## src/logic/sdiob_pkg.sv

```systemverilog
/*
 * sdiob_pkg: constants and carrier types of the servo diagnosis
 * parameter bank (jog, forced outputs, input status, keypad, outputs,
 * drift adjustment).
 * Assumes: 16-bit parameter words reached by word address over the
 * drive's communication link or the keypad, both on mclk.
 */
package sdiob_pkg;

	// word addresses of the parameter bank
	localparam logic [15:0] ADDR_JOG      = 16'h040a;
	localparam logic [15:0] ADDR_FORCE_IN = 16'h040c; // forced / input
	localparam logic [15:0] ADDR_KEYS     = 16'h0410;
	localparam logic [15:0] ADDR_OUTSTAT  = 16'h0412;
	localparam logic [15:0] ADDR_ADJUST   = 16'h0414;

	// jog command encodings
	localparam logic [15:0] JOG_STOP      = 16'h0000;
	localparam logic [15:0] JOG_SPEED_MAX = 16'h1388; // 5000 r/min
	localparam logic [15:0] JOG_CCW       = 16'h1386; // 4998
	localparam logic [15:0] JOG_CW        = 16'h1387; // 4999
	localparam logic [15:0] JOG_RESET     = 16'h0014; // 20 r/min

	// forced-output function code window
	localparam logic [7:0]  FORCE_CODE_LO = 8'h30;
	localparam logic [7:0]  FORCE_CODE_HI = 8'h3f;

	// adjustment command
	localparam logic [15:0] ADJ_RESET     = 16'h0000;
	localparam logic [15:0] ADJ_MAX       = 16'h0006;
	localparam logic [15:0] UNLOCK_CODE   = 16'h0014; // 20

	// widths and reset values
	localparam int          DI_N          = 9;
	localparam int          DO_N          = 5;
	localparam int          KEY_N         = 5;
	localparam logic [8:0]  SWIN_RESET    = 9'h000;
	localparam logic [15:0] FORCE_RESET   = 16'h0000;

	// one parameter access from the link or keypad
	typedef struct packed {
		logic        wr;
		logic        rd;
		logic [15:0] addr;
		logic [15:0] data;
	} sdiob_req_t;

	// one parameter answer
	typedef struct packed {
		logic        valid;
		logic        err;
		logic [15:0] data;
	} sdiob_rsp_t;

	// jog state seen by the motion logic
	typedef struct packed {
		logic        ccw;
		logic        cw;
		logic [15:0] speed;
	} sdiob_jog_t;

endpackage : sdiob_pkg

```

## src/logic/sdiob_bank.sv

```systemverilog
/*
 * sdiob_bank: servo diagnosis parameter bank. Holds the jog command,
 * forced-output word, software inputs and adjustment command; resolves
 * digital inputs and outputs; answers parameter reads.
 * Assumes: one access per cycle on req; function codes, source
 * selection and unlock setting come from the parameter store on mclk;
 * terminal and key pins are asynchronous.
 */
`timescale 1ns/1ps
// Functional notes
// - writing 1..5000 other than 4998, 4999 to the jog word sets jog speed, no motion
// - writing 4998 to the jog word starts counter-clockwise jog
// - writing 4999 to the jog word starts clockwise jog
// - writing zero to the jog word stops any jog
// - forced word is 16 bits; bit n matches function code 0x30+n
// - output assigned a forced code drives the matching forced bit
// - each of nine inputs comes from terminal or software bit
// - reading input status returns resolved inputs, not software bits
// - writing input status updates software bits only
// - input status bits 0..8 map to inputs one to nine
// - input status behaves the same from keypad or link
// - key status is read-only, 16 bits, five front-panel keys
// - output status reads current outputs, 0..0x1F, same everywhere
// - adjustment accepts 1..6; 0 reserved, 1 speed input drift
// - values 2..6 start torque, V, W, all-four, thermistor jobs
// - adjustment honoured only unlocked with 20, servo off, unwired
module sdiob_bank
	import sdiob_pkg::*;
(
	// clock and reset
	input  wire logic              mclk,
	input  wire logic              rstn,
	// parameter access, link or keypad
	input  wire sdiob_req_t        req,
	input  wire logic              forceSel,
	output sdiob_rsp_t             rsp,
	// digital inputs
	input  wire logic [DI_N-1:0]   diPin,
	input  wire logic [DI_N-1:0]   diSrcSoft,
	output logic      [DI_N-1:0]   diFinal,
	// digital outputs
	input  wire logic [DO_N-1:0][7:0] doFunc,
	input  wire logic [DO_N-1:0]   doNormal,
	output logic      [DO_N-1:0]   doOut,
	// keypad
	input  wire logic [KEY_N-1:0]  keyPin,
	// jog
	output sdiob_jog_t             jog,
	// drift adjustment
	input  wire logic [15:0]       protUnlock,
	input  wire logic              servoOn,
	input  wire logic              analogWired,
	input  wire logic              adjDone,
	output logic      [2:0]        adjKind,
	output logic                   adjStart
);

	// true when a function code selects a forced bit
	function automatic logic isForced(input logic [7:0] code);
		return (code >= FORCE_CODE_LO) && (code <= FORCE_CODE_HI);
	endfunction : isForced

	// true when a write hits a given word
	function automatic logic hitWr(input sdiob_req_t r,
		input logic [15:0] a);
		return r.wr && (r.addr == a);
	endfunction : hitWr

	logic [DI_N-1:0]  diSync;
	logic [KEY_N-1:0] keySync;
	logic [15:0]      jogCmd_r;
	logic [15:0]      forceWord_r;
	logic [8:0]       swIn_r;
	logic [15:0]      adjCmd_r;
	logic             adjAllowed;
	logic             adjWrOk;
	logic [DI_N-1:0]  diFinal_nxt;
	logic [15:0]      rdData_nxt;
	logic             rdErr_nxt;

	// terminal levels are asynchronous
	sdiob_sync #(.W(DI_N)) uDiSync (
		.mclk (mclk),
		.rstn (rstn),
		.din  (diPin),
		.dout (diSync)
	);

	// key levels are asynchronous
	sdiob_sync #(.W(KEY_N)) uKeySync (
		.mclk (mclk),
		.rstn (rstn),
		.din  (keyPin),
		.dout (keySync)
	);

	// jog command word and motion requests
	always_ff @(posedge mclk or negedge rstn) begin
		if (!rstn) begin
			jogCmd_r  <= JOG_RESET;
			jog.speed <= JOG_RESET;
			jog.ccw   <= 1'b0;
			jog.cw    <= 1'b0;
		end else if (hitWr(req, ADDR_JOG)) begin
			if (req.data == JOG_STOP) begin
				jogCmd_r <= req.data;
				jog.ccw  <= 1'b0;
				jog.cw   <= 1'b0;
			end else if (req.data == JOG_CCW) begin
				jogCmd_r <= req.data;
				jog.ccw  <= 1'b1;
				jog.cw   <= 1'b0;
			end else if (req.data == JOG_CW) begin
				jogCmd_r <= req.data;
				jog.ccw  <= 1'b0;
				jog.cw   <= 1'b1;
			end else if (req.data <= JOG_SPEED_MAX) begin
				jogCmd_r  <= req.data;
				jog.speed <= req.data;
			end
		end
	end

	// forced word or software inputs share one address
	always_ff @(posedge mclk or negedge rstn) begin
		if (!rstn) begin
			forceWord_r <= FORCE_RESET;
			swIn_r      <= SWIN_RESET;
		end else if (hitWr(req, ADDR_FORCE_IN)) begin
			if (forceSel)
				forceWord_r <= req.data;
			else
				swIn_r <= req.data[8:0];
		end
	end

	// per-input source selection
	always_comb begin
		for (int i = 0; i < DI_N; i++) begin
			diFinal_nxt[i] = diSrcSoft[i] ? swIn_r[i] : diSync[i];
		end
	end

	// resolved inputs, registered for the status read
	always_ff @(posedge mclk or negedge rstn) begin
		if (!rstn)
			diFinal <= '0;
		else
			diFinal <= diFinal_nxt;
	end

	// outputs follow forced bits when their code is in the window
	always_ff @(posedge mclk or negedge rstn) begin
		if (!rstn) begin
			doOut <= '0;
		end else begin
			for (int k = 0; k < DO_N; k++) begin
				if (isForced(doFunc[k]))
					doOut[k] <= forceWord_r[doFunc[k][3:0]];
				else
					doOut[k] <= doNormal[k];
			end
		end
	end

	// adjustment gate: unlocked, servo off, analog inputs unwired
	assign adjAllowed = (protUnlock == UNLOCK_CODE) && !servoOn
		&& !analogWired;
	assign adjWrOk = hitWr(req, ADDR_ADJUST) && adjAllowed
		&& (req.data <= ADJ_MAX) && (req.data != ADJ_RESET);

	// adjustment command and start pulse
	always_ff @(posedge mclk or negedge rstn) begin
		if (!rstn) begin
			adjCmd_r <= ADJ_RESET;
			adjKind  <= 3'h0;
			adjStart <= 1'b0;
		end else begin
			adjStart <= 1'b0;
			if (adjWrOk) begin
				adjCmd_r <= req.data;
				adjKind  <= req.data[2:0];
				adjStart <= 1'b1;
			end else if (adjDone) begin
				adjCmd_r <= ADJ_RESET;
			end
		end
	end

	// read mux; unknown address answers zero with error
	always_comb begin
		rdData_nxt = 16'h0000;
		rdErr_nxt  = 1'b0;
		unique case (req.addr)
			ADDR_JOG:      rdData_nxt = jogCmd_r;
			ADDR_FORCE_IN: rdData_nxt = forceSel ? forceWord_r
				: {7'h00, diFinal};
			ADDR_KEYS:     rdData_nxt = {11'h000, keySync};
			ADDR_OUTSTAT:  rdData_nxt = {11'h000, doOut};
			ADDR_ADJUST:   rdData_nxt = adjCmd_r;
			default:       rdErr_nxt  = 1'b1;
		endcase
	end

	// answer one cycle after a read; writes never answer
	always_ff @(posedge mclk or negedge rstn) begin
		if (!rstn) begin
			rsp <= '0;
		end else begin
			rsp.valid <= req.rd;
			rsp.err   <= req.rd & rdErr_nxt;
			rsp.data  <= req.rd ? rdData_nxt : 16'h0000;
		end
	end
endmodule : sdiob_bank

```

## src/logic/sdiob_sync.sv

```systemverilog
/*
 * sdiob_sync: two-flop synchroniser for a bundle of pin levels.
 * Assumes: inputs are asynchronous levels; output is read in mclk.
 */
`timescale 1ns/1ps
module sdiob_sync #(
	parameter int W = 1
) (
	// clock and reset
	input  wire logic         mclk,
	input  wire logic         rstn,
	// levels
	input  wire logic [W-1:0] din,
	output logic      [W-1:0] dout
);

	logic [W-1:0] meta_r;

	// first flop feeds only the second
	always_ff @(posedge mclk or negedge rstn) begin
		if (!rstn) begin
			meta_r <= '0;
			dout   <= '0;
		end else begin
			meta_r <= din;
			dout   <= meta_r;
		end
	end

endmodule : sdiob_sync

```

## config.mk

```make
export PLATFORM = sky130hd
export DESIGN_NAME = sdiob_bank
export DESIGN_NICKNAME = d
export VERILOG_FILES = /design/src/logic/sdiob_pkg.sv /design/src/logic/sdiob_bank.sv /design/src/logic/sdiob_sync.sv
export SDC_FILE = /design/constraint.sdc
export NUM_CORES = 1
export LEC_CHECK = 0
export BUFFER_PORTS_ARGS = -buffer_cell sky130_fd_sc_hd__buf_2
export CAP_MARGIN = 20
export CORE_MARGIN = 8
export CORE_UTILIZATION = 43
export CTS_BUF_LIST = sky130_fd_sc_hd__clkbuf_4
export DETAILED_ROUTE_END_ITERATION = 8
export GPL_TIMING_DRIVEN = 0
export PLACE_DENSITY = 0.72
export SYNTH_ARGS = -nofsm -noshare
export SYNTH_HDL_FRONTEND = slang
export SYNTH_SLANG_ARGS = --single-unit
```

## constraint.sdc

```tcl
create_clock -name mclk -period 1.67 [get_ports mclk]
set_input_delay 0.167 -clock mclk [delete_from_list [all_inputs] [get_ports mclk]]
set_output_delay 0.167 -clock mclk [all_outputs]
set_load 0.01 [all_outputs]
```

# --- Word-level counts from Yosys, hierarchy flattened ---
# Cells that the tools add are included.
op_classes:
  div: 0
  reduce_logical: 26
  bitwise_logic: 5
  n_lt_le_gt_ge: 17
  mul: 0
  n_eq_ne: 8
  muxes: 38
  addsub: 0
  n_shift: 0
op_table:
  columns: ["cell", "n"]
  rows:
  - ["16-bit 2-to-1 mux", 8]
  - ["16-bit by 11-bit equality test with 1-bit output (second input constant)", 5]
  - ["16-bit case mux with 5 select lines", 1]
  - ["8-bit by 6-bit >= comparator with 1-bit output (second input constant)", 5]
  - ["8-bit by 6-bit <= comparator with 1-bit output (second input constant)", 5]
  - ["16-bit by 13-bit equality test with 1-bit output (second input constant)", 2]
  - ["4-bit by 5-bit less-than comparator with 1-bit output (second input constant)", 5]
  - ["1-bit 2-to-1 mux", 21]
  - ["1-bit binary-select mux with 4-bit select", 5]
  - ["16-bit by 5-bit equality test with 1-bit output (second input constant)", 1]
  - ["16-bit by 13-bit <= comparator with 1-bit output (second input constant)", 1]
  - ["16-bit by 3-bit <= comparator with 1-bit output (second input constant)", 1]
  - ["16-bit zero test", 1]
  - ["16-bit nonzero test", 1]
  - ["1-bit logical AND", 13]
  - ["2-bit AND reduction", 4]
  - ["2-bit 2-to-1 mux", 3]
  - ["5-bit AND reduction", 1]
  - ["5-bit OR reduction", 1]
  - ["1-bit inverter", 4]
  - ["4-bit nonzero test", 1]
  - ["3-bit nonzero test", 1]
  - ["1-bit zero test", 2]
  - ["2-bit nonzero test", 1]
  - ["1-bit AND", 1]
totals:
  mem_count: 0
  mem_bits_rw: 0
  rom_bits: 0
  regBits: 139
  latch_bits: 0
  inputBits: 124
  elab_cells: 112
  out_inout_bits: 54

# --- Logic depth before layout (Yosys ltp) ---
# Gate-level depths: netlist of run 1.
depth:
  depth_word: 7
  mapped_depth: 7
  ltp_nobuf: 5

# --- Modules after synthesis ---
# From an unflattened synthesis of run 1, not the netlist that was laid out.
unflattened:
  hier_cells: 405
  area_unflattened_um2: 5993.2
modules_own_cells:
  columns: ["module", "cells_per_inst", "area_per_inst_um2", "seq_area_each_um2", "instances"]
  rows:
  - ["sdiob_bank", 377, 5292.6, 2782.7, 1]
  - ["sdiob_sync (uDiSync)", 18, 450.4, 450.4, 1]
  - ["sdiob_sync (uKeySync)", 10, 250.2, 250.2, 1]

# --- Least setup slack after synthesis of run 1 ---
# No wires, ideal clock.
synth_timing:
  path_kind: "input-to-reg"
  from: "input req[13] (netlist bit)"
  to: "register adjCmd_r[10]"
  t_arrival_ns: 1.772
  required_time_ns: 1.553
  slack_ns: -0.219
  path_buffers: 1
  path_stages: 6
  setup_ns: 0.117
  path_cell_list: "or3_2 > or3_4 > nor4_4 > a21oi_2 > buf_6 > and2_4"
synth_between:
  elab_chain_len: 4
  word_cells_on_any_way: 6
  classes_between: "1 x order compare; 1 x mux; 4 x reduce/logical"
synth_lines:
  columns: ["item", "line_no", "source"]
  rows:
  - ["from (decl)", "sdiob_bank.sv:34", "input wire sdiob_req_t req,"]
  - ["16-bit by 3-bit <= comparator with 1-bit output", "sdiob_bank.sv:170", "&& (req.data <= ADJ_MAX) && (req.data != ADJ_RESET);"]
  - ["1-bit logical AND", "sdiob_bank.sv:170", null]
  - ["1-bit logical AND *", "sdiob_bank.sv:170", null]
  - ["16-bit 2-to-1 mux or 2-bit nonzero test (tied branches)", null, null]
  - ["to (signal assigned)", "sdiob_bank.sv:181", "adjCmd_r <= req.data;"]
  - ["to (decl)", "sdiob_bank.sv:74", "logic [15:0] adjCmd_r;"]
# Every way passes the cells marked *; elsewhere a longest branch is shown, timed or not.
# A chain may end at the register's enable or synchronous reset.

# --- Worst setup path after layout of run 1 ---
layout_timing:
  from: "register forceWord_r[6]"
  to: "register doOut[0]"
layout_between:
  elab_chain_len: 3
layout_lines:
  columns: ["item", "line_no", "source"]
  rows:
  - ["from (decl)", "sdiob_bank.sv:72", "logic [15:0] forceWord_r;"]
  - ["from (signal assigned)", "sdiob_bank.sv:131", "forceWord_r <= req.data;"]
  - ["1-bit binary-select mux with 4-bit select", "sdiob_bank.sv:159", "doOut[k] <= forceWord_r[doFunc[k][3:0]];"]
  - ["1-bit 2-to-1 mux (implied by the code)", "sdiob_bank.sv:159", null]
  - ["1-bit 2-to-1 mux", "sdiob_bank.sv:158", "if (isForced(doFunc[k]))"]
  - ["to (signal, indexed assignment)", "sdiob_bank.sv:159", null]
  - ["to (signal, indexed assignment)", "sdiob_bank.sv:161", "doOut[k] <= doNormal[k];"]
  - ["to (decl)", "sdiob_bank.sv:44", "output logic [DO_N-1:0] doOut,"]
# Every way passes these cells. The select of a mux whose other input is x is not followed.

==> results of run 1 <==
==> sequential cells by signal, summed over array words and instances (netlist names) <==
register	flops
adjStart	1
uKeySync.dout	5
adjKind	3
uDiSync.dout	9
jog	18
jogCmd_r	16
rsp	18
uKeySync.meta_r	5
adjCmd_r	16
swIn_r	9
forceWord_r	16
uDiSync.meta_r	9
diFinal	9
doOut	5
==> path summary, 6_finish.rpt <==
check	endpoint	slack (ns)	depth (start not counted)
min in group asynchronous	doOut[1]	0.15	2
setup / recovery	doOut[0]	-0.17	3
hold / removal	doOut[0]	0.04	3
hold reg to reg	uKeySync.dout[1]	0.36	0
max in group asynchronous	jog[4]	0.72	3
setup reg to reg	doOut[0]	-0.17	3
==> cells in the mapped netlist, types with 4 or more instances <==
| library cell | n | share of area |
|---|---|---|
| dfrtp_1 | 135 | 0.55 |
| mux2_2 | 66 | 0.12 |
| mux4_2 | 25 | 0.092 |
| nor2_1 | 21 | 0.013 |
| nor3_1 | 12 | 0.0099 |
| a222oi_1 | 11 | 0.018 |
| nand2_1 | 11 | 0.0068 |
| and2_4 | 10 | 0.014 |
| o2bb2ai_1 | 10 | 0.014 |
| mux2i_1 | 9 | 0.015 |
| a22o_1 | 8 | 0.012 |
| and2_1 | 8 | 0.0082 |
| clkbuf_1 | 6 | 0.0037 |
| nor4_1 | 6 | 0.0062 |
| a22oi_1 | 4 | 0.0049 |
| and2_2 | 4 | 0.0049 |
| buf_6 | 4 | 0.0074 |
| dfstp_2 | 4 | 0.017 |
==> per-layer routing <==
layer  GRT usage  wire [um]
met4      0.0629        226
met2       0.342       9320
met1       0.239       7100
met3      0.0698       1570
met5           0          0
==> logic make-up after synthesis <==
| family | after synthesis | synth area share |
|---|---|---|
| AOI/OAI and AO/OA | 45 | 0.0629 |
| DFF | 139 | 0.572 |
| and+or+nand+nor | 106 | 0.118 |
| buffers and inverters | 13 | 0.0129 |
| muxes | 102 | 0.234 |
==> tightest hold or removal path: stages <==
cell,delay [ns]
buf_2,0.08
mux4_2,0.17
mux2_2,0.14
==> cell type report <==
type / instances / area [um2]
Sequential cell: 139 / 3500
Clock buffer: 19 / 143
Multi-Input combinational cell: 253 / 2600
Inverter: 3 / 11.3
Tap cell: 180 / 225
Timing Repair Buffer: 257 / 1700
Buffer: 10 / 77.6
Clock inverter: 13 / 95.1
Fill cell: 1123 / 5530
==> what timing repair did <==
item	4_1_cts	5_1_grt
resized for setup	19	5
endpoints found under the hold margin	148	10
setup endpoints to repair	27	47
buffers inserted	10	2
pin swaps	1	2
hold buffers	65	4
==> power breakdown <==
part	leakage, nW	internal [mW]	switching (mW)
registers	1.81	3.42	0.0301
logic	2.09	0.308	0.286
clock network	0.131	0.629	1.26
==> stage by stage <==
stage                     std cells  hold slack [ns]  TNS [ns]  instance area (um2)
final                           874           0.0444     -1.02                 8350
after global routing            874          0.00755     -2.13                 8350
after CTS                       869          0.00235    -0.702                 8290
after detailed placement        762            0.176    -40.88                 7280
after global placement          761            0.275   -224.36                 7240
after floorplan                 405           -0.129     -1.85                 6140
==> impl_metrics.ini, run 1 <==
[status]
outcome = complete, but fails checks
violations = setup timing

[global_route]
grt_pass1_vias = 5332
overflow = 0
antenna_found_initial = 0
grt_use_total = 0.203
grt_max_degree = 82
grt_pass1_wl_um = 28400

[sta]
rsz0062_at_grt = true
finalWorstSetupSlack_ns = -0.165
finClkSkew_ns = 0.0175
fmax_ghz = 0.545
min_period_ns = 1.84
finalHoldViolCount = 0
slew_viol_final = 0
max_slew_margin = 0.419
report.final.setup_viol = 15
fin_crit_sh = 1.10
worst_pin_slew_ns = 0.865

[synth]
syn_area_um2 = 6090
synth_cells = 405
ys_ff_latch = 139
yosysWarnings = 0
async_flop_share = 1.00
synthDistinctLibCells = 49
synth_ff_type = dfrtp_1
syn-num-nets = 529
postSynthAreaPerCell_um2 = 15.0
yosysSeqAreaShare = 0.572
synth_edf_count = 0

[setup_path]
crit_path_frequent_cell = mux4_2
r2r_start = forceWord_r[6]
crit_buf_inv = 0
cp_top_family = multiplexers
crit_required_ns = 2.11
worstPathArrival_ns = 2.27
cp-start-kind = flip-flop
path_class = flip-flop to flip-flop
crit_path_top_delay_cell = dfrtp_2
cp_cell_sequence = mux4_2 -> mux4_2 -> mux2_2
cpPeakStageDelay_ns = 0.49
crit_start = forceWord_r[6]
crit_path_end_kind = flip-flop
worst-path-max-fanout = 6

[pwr]
power_mw = 5.93
p_leak_nw = 4.03
peakVddDrop_v = 0.000525
power_density_nw_per_um2 = 710

[placed_design]
pre_cts_slack_ns = -0.624
port-buffer-count = 176
gp_congestion = 0.818
hpwl_um = 12900

[clocking]
cts_buffers = 17
cts_tree = done
htreeDepth = 4
cts_max_path_buffers = 2
clock-sinks = 139
cts-root-buf = clkbuf_4
clkTransAtPathRegs_ns = 0.13
clock_latency_ns = 0.54

[hold_path]
hold_start = doFunc[3]
hp-class = primary input to flip-flop

[routing]
antenna_left = 0
num_vias = 4816
wirelength_um = 18200
avgRoutedWirePerCell_um = 20.8
routed_via_density = 5.51
firstDrtPassIters = 7
drtIter0Drc = 398
drc_errors = 0

[cells_and_area]
drive_above_1_share = 0.542
nets = 805
fin_util = 0.602
diodes = 0
final_cell_mix = buf_2 (175), dfrtp_1 (120), dlygate4sd3_1 (68), mux2_2 (62), mux4_2 (25)
final_common_cell = buf_2
areaGrowthSynthToFinish_pct = 37.2

[die]
initial_core_util = 0.439
core-area_um2 = 13900
io_pins = 178
die_width_um = 135
die_h_um = 135
dieArea_um2 = 18200
row_count = 43

[run]
drv_cap = 0
No activity file was read; power rests on OpenSTA's default activity.
==> run 2, diff against run 1 <==
--- a/config.mk
+++ b/config.mk
@@ -8,11 +8,12 @@
 export BUFFER_PORTS_ARGS = -buffer_cell sky130_fd_sc_hd__buf_2
 export CAP_MARGIN = 20
 export CORE_MARGIN = 8
-export CORE_UTILIZATION = 43
+export CORE_UTILIZATION = 48
 export CTS_BUF_LIST = sky130_fd_sc_hd__clkbuf_4
 export DETAILED_ROUTE_END_ITERATION = 8
 export GPL_TIMING_DRIVEN = 0
-export PLACE_DENSITY = 0.72
+export PLACE_DENSITY = 0.79
 export SYNTH_ARGS = -nofsm -noshare
 export SYNTH_HDL_FRONTEND = slang
 export SYNTH_SLANG_ARGS = --single-unit
+export TNS_END_PERCENT = 5
==> run 2 against run 1 <==
Clock skew grew 0.0011 ns. Combinational power is essentially flat. Final cell count shrank 1.7%. Critical endpoint unchanged. Fmax grew 0.44%. Utilization grew 6.0 points. Register-to-register slack is essentially flat. The flow still finishes with violations (setup timing).
==> impl_metrics.ini, run 2 (same netlist as run 1, synthesis figures left out) <==
[setup_path]
worstPathArrival_ns = 2.25
r2r_cells = 3
crit_required_ns = 2.09
crit_path_frequent_cell = mux4_2
cp_cell_sequence = mux4_2 -> mux4_2 -> mux2_4
r2r-end = doOut[0]
r2r_start = forceWord_r[8]
cp-start-kind = flip-flop
crit_path_end_kind = flip-flop
cp_top_family = multiplexers
crit_buf_inv = 0
worst-path-max-fanout = 6
path_class = flip-flop to flip-flop
reg2reg_slack_ns = -0.16
cpPeakStageDelay_ns = 0.49
crit_path_top_delay_cell = dfrtp_2

[pwr]
p_int_mw = 4.63
p_leak_nw = 4.01
p_clk_frac = 0.343
peakVddDrop_v = 0.000587
p_comb_frac = 0.097
power_density_nw_per_um2 = 743
power_mw = 6.16
pwr-share-seq = 0.560
switching_share = 0.248
p_switching_mw = 1.53

[routing]
wirelength_um = 18200
drc_errors = 0
num_vias = 4866
drtIter0Drc = 495
antenna_left = 0
avgRoutedWirePerCell_um = 21.1
firstDrtPassIters = 8
routed_via_density = 5.66

[clocking]
htreeDepth = 4
cts_max_path_buffers = 2
cts-root-buf = clkbuf_4
cts_tree = done
clock-sinks = 139
cts_buffers = 17
clkTransAtPathRegs_ns = 0.13
clock_latency_ns = 0.54

[sta]
min_period_ns = 1.83
max_slew_margin = 0.378
slew_viol_final = 0
finalWorstSetupSlack_ns = -0.157
fin_crit_sh = 1.09
fmax_ghz = 0.547
hold_ws_ns = 0.0429
rsz0062_at_grt = true
worst_pin_slew_ns = 0.926
finClkSkew_ns = 0.0185
report.final.setup_viol = 17
finalHoldViolCount = 0

[status]
outcome = complete, but fails checks
violations = setup timing

[placed_design]
hpwl_um = 12700
pre_cts_slack_ns = -0.868
placedCellCount = 754
post_dp_cell_area_um2 = 7230
gp_congestion = 0.859
port-buffer-count = 176

[die]
io_pins = 178
die_width_um = 129
row_count = 41
core-area_um2 = 12500
dieArea_um2 = 16500
initial_core_util = 0.486
die_h_um = 129

[cells_and_area]
fin_cells = 859
areaGrowthSynthToFinish_pct = 36.1
largestRegisters = jog: 18 flops, rsp: 18 flops
design_area_um2 = 8290
nets = 797
final_cell_mix = buf_2 (175), dfrtp_1 (119), dlygate4sd3_1 (64), mux2_2 (61), mux4_2 (25)
final_common_cell = buf_2
drive_above_1_share = 0.539

[global_route]
grt_pass1_vias = 5328
grt_use_total = 0.226
antenna_found_initial = 2
grt_max_degree = 85
overflow = 0
grt_pass1_wl_um = 28400

[hold_path]
min_path_cells = 4
hold_start = analogWired
hp-class = primary input to flip-flop
min_delay_worst_endpoint = adjStart

[run]
drv_cap = 0
-- run 2: metrics by stage --
step           setup TNS, ns  utilization
2_1_floorplan          -3.59            -
3_3_place_gp         -230.92        0.575
3_5_place_dp          -52.52        0.577
4_1_cts               -0.615        0.659
5_1_grt                -1.12        0.662
6_report               -1.04        0.662
-- run 2: worst reg2reg max path: stages, from the launching register on --
cell and delay, ns:
dfrtp_2 0.49, mux4_2 0.46, mux4_2 0.48, mux2_4 0.27
-- run 2: final cells by class --
cell class	instances	area, um2
Timing Repair Buffer	249	1620
Multi-Input combinational cell	253	2600
Fill cell	949	4230
Clock inverter	12	128
Buffer	10	68.8
Inverter	3	11.3
Antenna cell	2	5.00
Sequential cell	139	3500
Tap cell	172	215
Clock buffer	19	143
-- run 2: what timing repair did --
action	CTS	global route
buffers inserted	8	0
endpoints found under the hold margin	136	1
hold buffers	63	1
endpoints found under the setup margin	39	52
gates resized for setup	26	6
pin swaps	1	1
-- run 2: worst max-delay path by stage --
| stage | from | to | slack (ns) | depth (start not counted) |
|---|---|---|---|---|
| 4_1_cts | forceWord_r[7] | doOut[0] | -0.15 | 3 |
| 5_1_grt | forceWord_r[11] | doOut[0] | -0.19 | 3 |
| 6_report | forceWord_r[8] | doOut[0] | -0.16 | 3 |
| 3_3_place_gp | rstn | doOut[0] | -1.33 | 1 |
| 3_5_place_dp | req[21] | rsp[8] | -0.87 | 7 |
| 2_1_floorplan | req[0] | jogCmd_r[12] | -0.16 | 7 |
-- run 2: metal layers --
| layer | part of all wire | global-route usage | vias up |
|---|---|---|---|
| li1 | - | - | 2100 |
| met1 | 0.40 | 0.269 | 2449 |
| met2 | 0.48 | 0.374 | 281 |
| met3 | 0.094 | 0.0757 | 36 |
| met4 | 0.022 | 0.0829 | 0 |
| met5 | 0 | 0 | - |
-- run 2: power groups by stage --
stage | Combinational, mW | Sequential [mW] | Clock (mW)
3_5_place_dp | 0.460 | 3.51 | 0
4_1_cts | 0.587 | 3.45 | 2.16
5_1_grt | 0.644 | 3.45 | 2.32
3_3_place_gp | 0.437 | 3.51 | 0
6_report | 0.594 | 3.45 | 2.11
2_1_floorplan | 0.120 | 3.51 | 0
==> run 3, diff against run 2 <==
--- a/config.mk
+++ b/config.mk
@@ -12,7 +12,7 @@
 export CTS_BUF_LIST = sky130_fd_sc_hd__clkbuf_4
 export DETAILED_ROUTE_END_ITERATION = 8
 export GPL_TIMING_DRIVEN = 0
-export PLACE_DENSITY = 0.79
+export PLACE_DENSITY = 0.78
 export SYNTH_ARGS = -nofsm -noshare
 export SYNTH_HDL_FRONTEND = slang
 export SYNTH_SLANG_ARGS = --single-unit
==> run 3 against run 2 <==
The flow still finishes with violations (setup timing). Total power is 0.23% lower. Hold slack worse by 0.030 ns. Routed wire length is 1.7% higher. Flip-flop and latch count stayed put. Clock power hardly changed. Fmax is 2.5% lower. Die area stayed put. Utilization hardly changed. Sequential power hardly changed. Register-to-register slack worse by 0.05 ns. Clock skew is 0.0066 ns lower. Largest power group unchanged.
==> impl_metrics.ini, run 3 (same netlist as run 1, synthesis figures left out) <==
[status]
outcome = complete, but fails checks
violations = setup timing

[routing]
avgRoutedWirePerCell_um = 21.5
firstDrtPassIters = 5
num_vias = 4800
routed_via_density = 5.59
wirelength_um = 18500
antenna_left = 0
drtIter0Drc = 380
drc_errors = 0

[die]
core-area_um2 = 12500
dieArea_um2 = 16500
die_width_um = 129
die_h_um = 129
row_count = 41
initial_core_util = 0.486
io_pins = 178

[clocking]
cts_buffers = 17
cts_tree = done
cts-root-buf = clkbuf_4
cts_max_path_buffers = 2
clock_latency_ns = 0.55
clkTransAtPathRegs_ns = 0.12
htreeDepth = 4
clock-sinks = 139

[sta]
slew_viol_final = 0
finalWorstSetupSlack_ns = -0.203
finClkSkew_ns = 0.0119
finalHoldViolCount = 0
fmax_ghz = 0.534
rsz0062_at_grt = true
max_slew_margin = 0.474
hold_ws_ns = 0.0127
fin_crit_sh = 1.12
worst_pin_slew_ns = 0.788
report.final.setup_viol = 5
min_period_ns = 1.87

[global_route]
grt_pass1_vias = 5250
overflow = 0
grt_util_met2 = 0.380
grt_util_met3 = 0.0765
grt_use_total = 0.230
grt_pass1_wl_um = 28700
grt_max_degree = 104
top_usage_layer = met2
antenna_found_initial = 4
use_met1 = 0.269

[setup_path]
worst-path-max-fanout = 7
worstPathArrival_ns = 2.31
cp-start-kind = flip-flop
crit_required_ns = 2.11
crit_path_end_kind = flip-flop
path_class = flip-flop to flip-flop

[placed_design]
port-buffer-count = 176
hpwl_um = 13000
gp_congestion = 0.875
pre_cts_slack_ns = -1.05

[pwr]
p_int_mw = 4.62
peakVddDrop_v = 0.000578
p_clk_frac = 0.342
pwr-share-seq = 0.561
p_leak_nw = 4.00
power_density_nw_per_um2 = 741
p_comb_frac = 0.096
switching_share = 0.248
p_switching_mw = 1.52

[cells_and_area]
drive_above_1_share = 0.535
multi_input_area_um2 = 2610
nFillCells = 933
register_area_um2 = 3500
areaGrowthSynthToFinish_pct = 36.2
final_cell_mix = buf_2 (175), dfrtp_1 (123), dlygate4sd3_1 (63), mux2_2 (62), mux4_2 (25)
largestRegisters = jog: 18 flops, rsp: 18 flops
nets = 795
final_common_cell = buf_2

[hold_path]
hp-class = primary input to flip-flop

[run]
drv_cap = 0
## run 3: timing repair
| action | 4_1_cts | 5_1_grt |
|---|---|---|
| endpoints found under the setup margin | 55 | 59 |
| hold buffers | 62 | 1 |
| gates resized for setup | 21 | 10 |
| hold endpoints to repair | 226 | 1 |
| buffers inserted | 4 | 3 |
| pin swaps | 2 | 1 |
## run 3: through the flow
stage / instance area (um2) / utilization / setup TNS [ns] / total power [mW] / cells
2_1_floorplan: 6100 / - / -3.59 / 3.63 / 405
3_3_place_gp: 7190 / 0.575 / -235.36 / 3.95 / 753
3_5_place_dp: 7230 / 0.577 / -60.72 / 3.97 / 754
4_1_cts: 8210 / 0.656 / -0.870 / 6.18 / 852
5_1_grt: 8290 / 0.662 / -1.08 / 6.41 / 858
6_report: 8290 / 0.662 / -0.879 / 6.14 / 858
## run 3: final cells by class
class / instances / area share
Clock buffer: 19 / 0.0172
Inverter: 3 / 0.00136
Timing Repair Buffer: 247 / 0.194
Clock inverter: 13 / 0.0152
Multi-Input combinational cell: 253 / 0.315
Sequential cell: 139 / 0.422
Tap cell: 172 / 0.0260
Buffer: 10 / 0.00830
Antenna cell: 2 / 0.000604
## run 3: worst paths after layout
| path | start | endpoint | slack, ns | cells after the start |
|---|---|---|---|---|
| max | forceWord_r[4] | doOut[0] | -0.20 | 3 |
| min | req[0] | jog[16] | 0.01 | 3 |
| max reg2reg | forceWord_r[4] | doOut[0] | -0.20 | 3 |
| min reg2reg | uDiSync.meta_r[0] | uDiSync.dout[0] | 0.35 | 0 |
| max in group asynchronous | rstn | forceWord_r[9] | 0.74 | 3 |
| min in group asynchronous | rstn | jog[16] | 0.08 | 2 |
## run 3: worst max-delay path, cell delays in order (launching register included)
cell and delay [ns]:
dfrtp_1 0.51, mux4_2 0.50, mux4_2 0.48, mux2_2 0.27
## run 3: power groups by stage
stage                     registers [mW]  logic [mW]  clock network (mW)
final                               3.45       0.592                2.10
after global routing                3.45       0.643                2.31
after CTS                           3.45       0.582                2.15
after detailed placement            3.51       0.461                   0
after global placement              3.51       0.436                   0
after floorplan                     3.51       0.120                   0
## run 3: per-layer routing
metal,share of wire,wire length [um],vias up
met5,0.0014,26,-
met4,0.017,311,4
met2,0.50,9250,263
li1,-,-,2093
met1,0.38,7080,2409
met3,0.098,1800,31
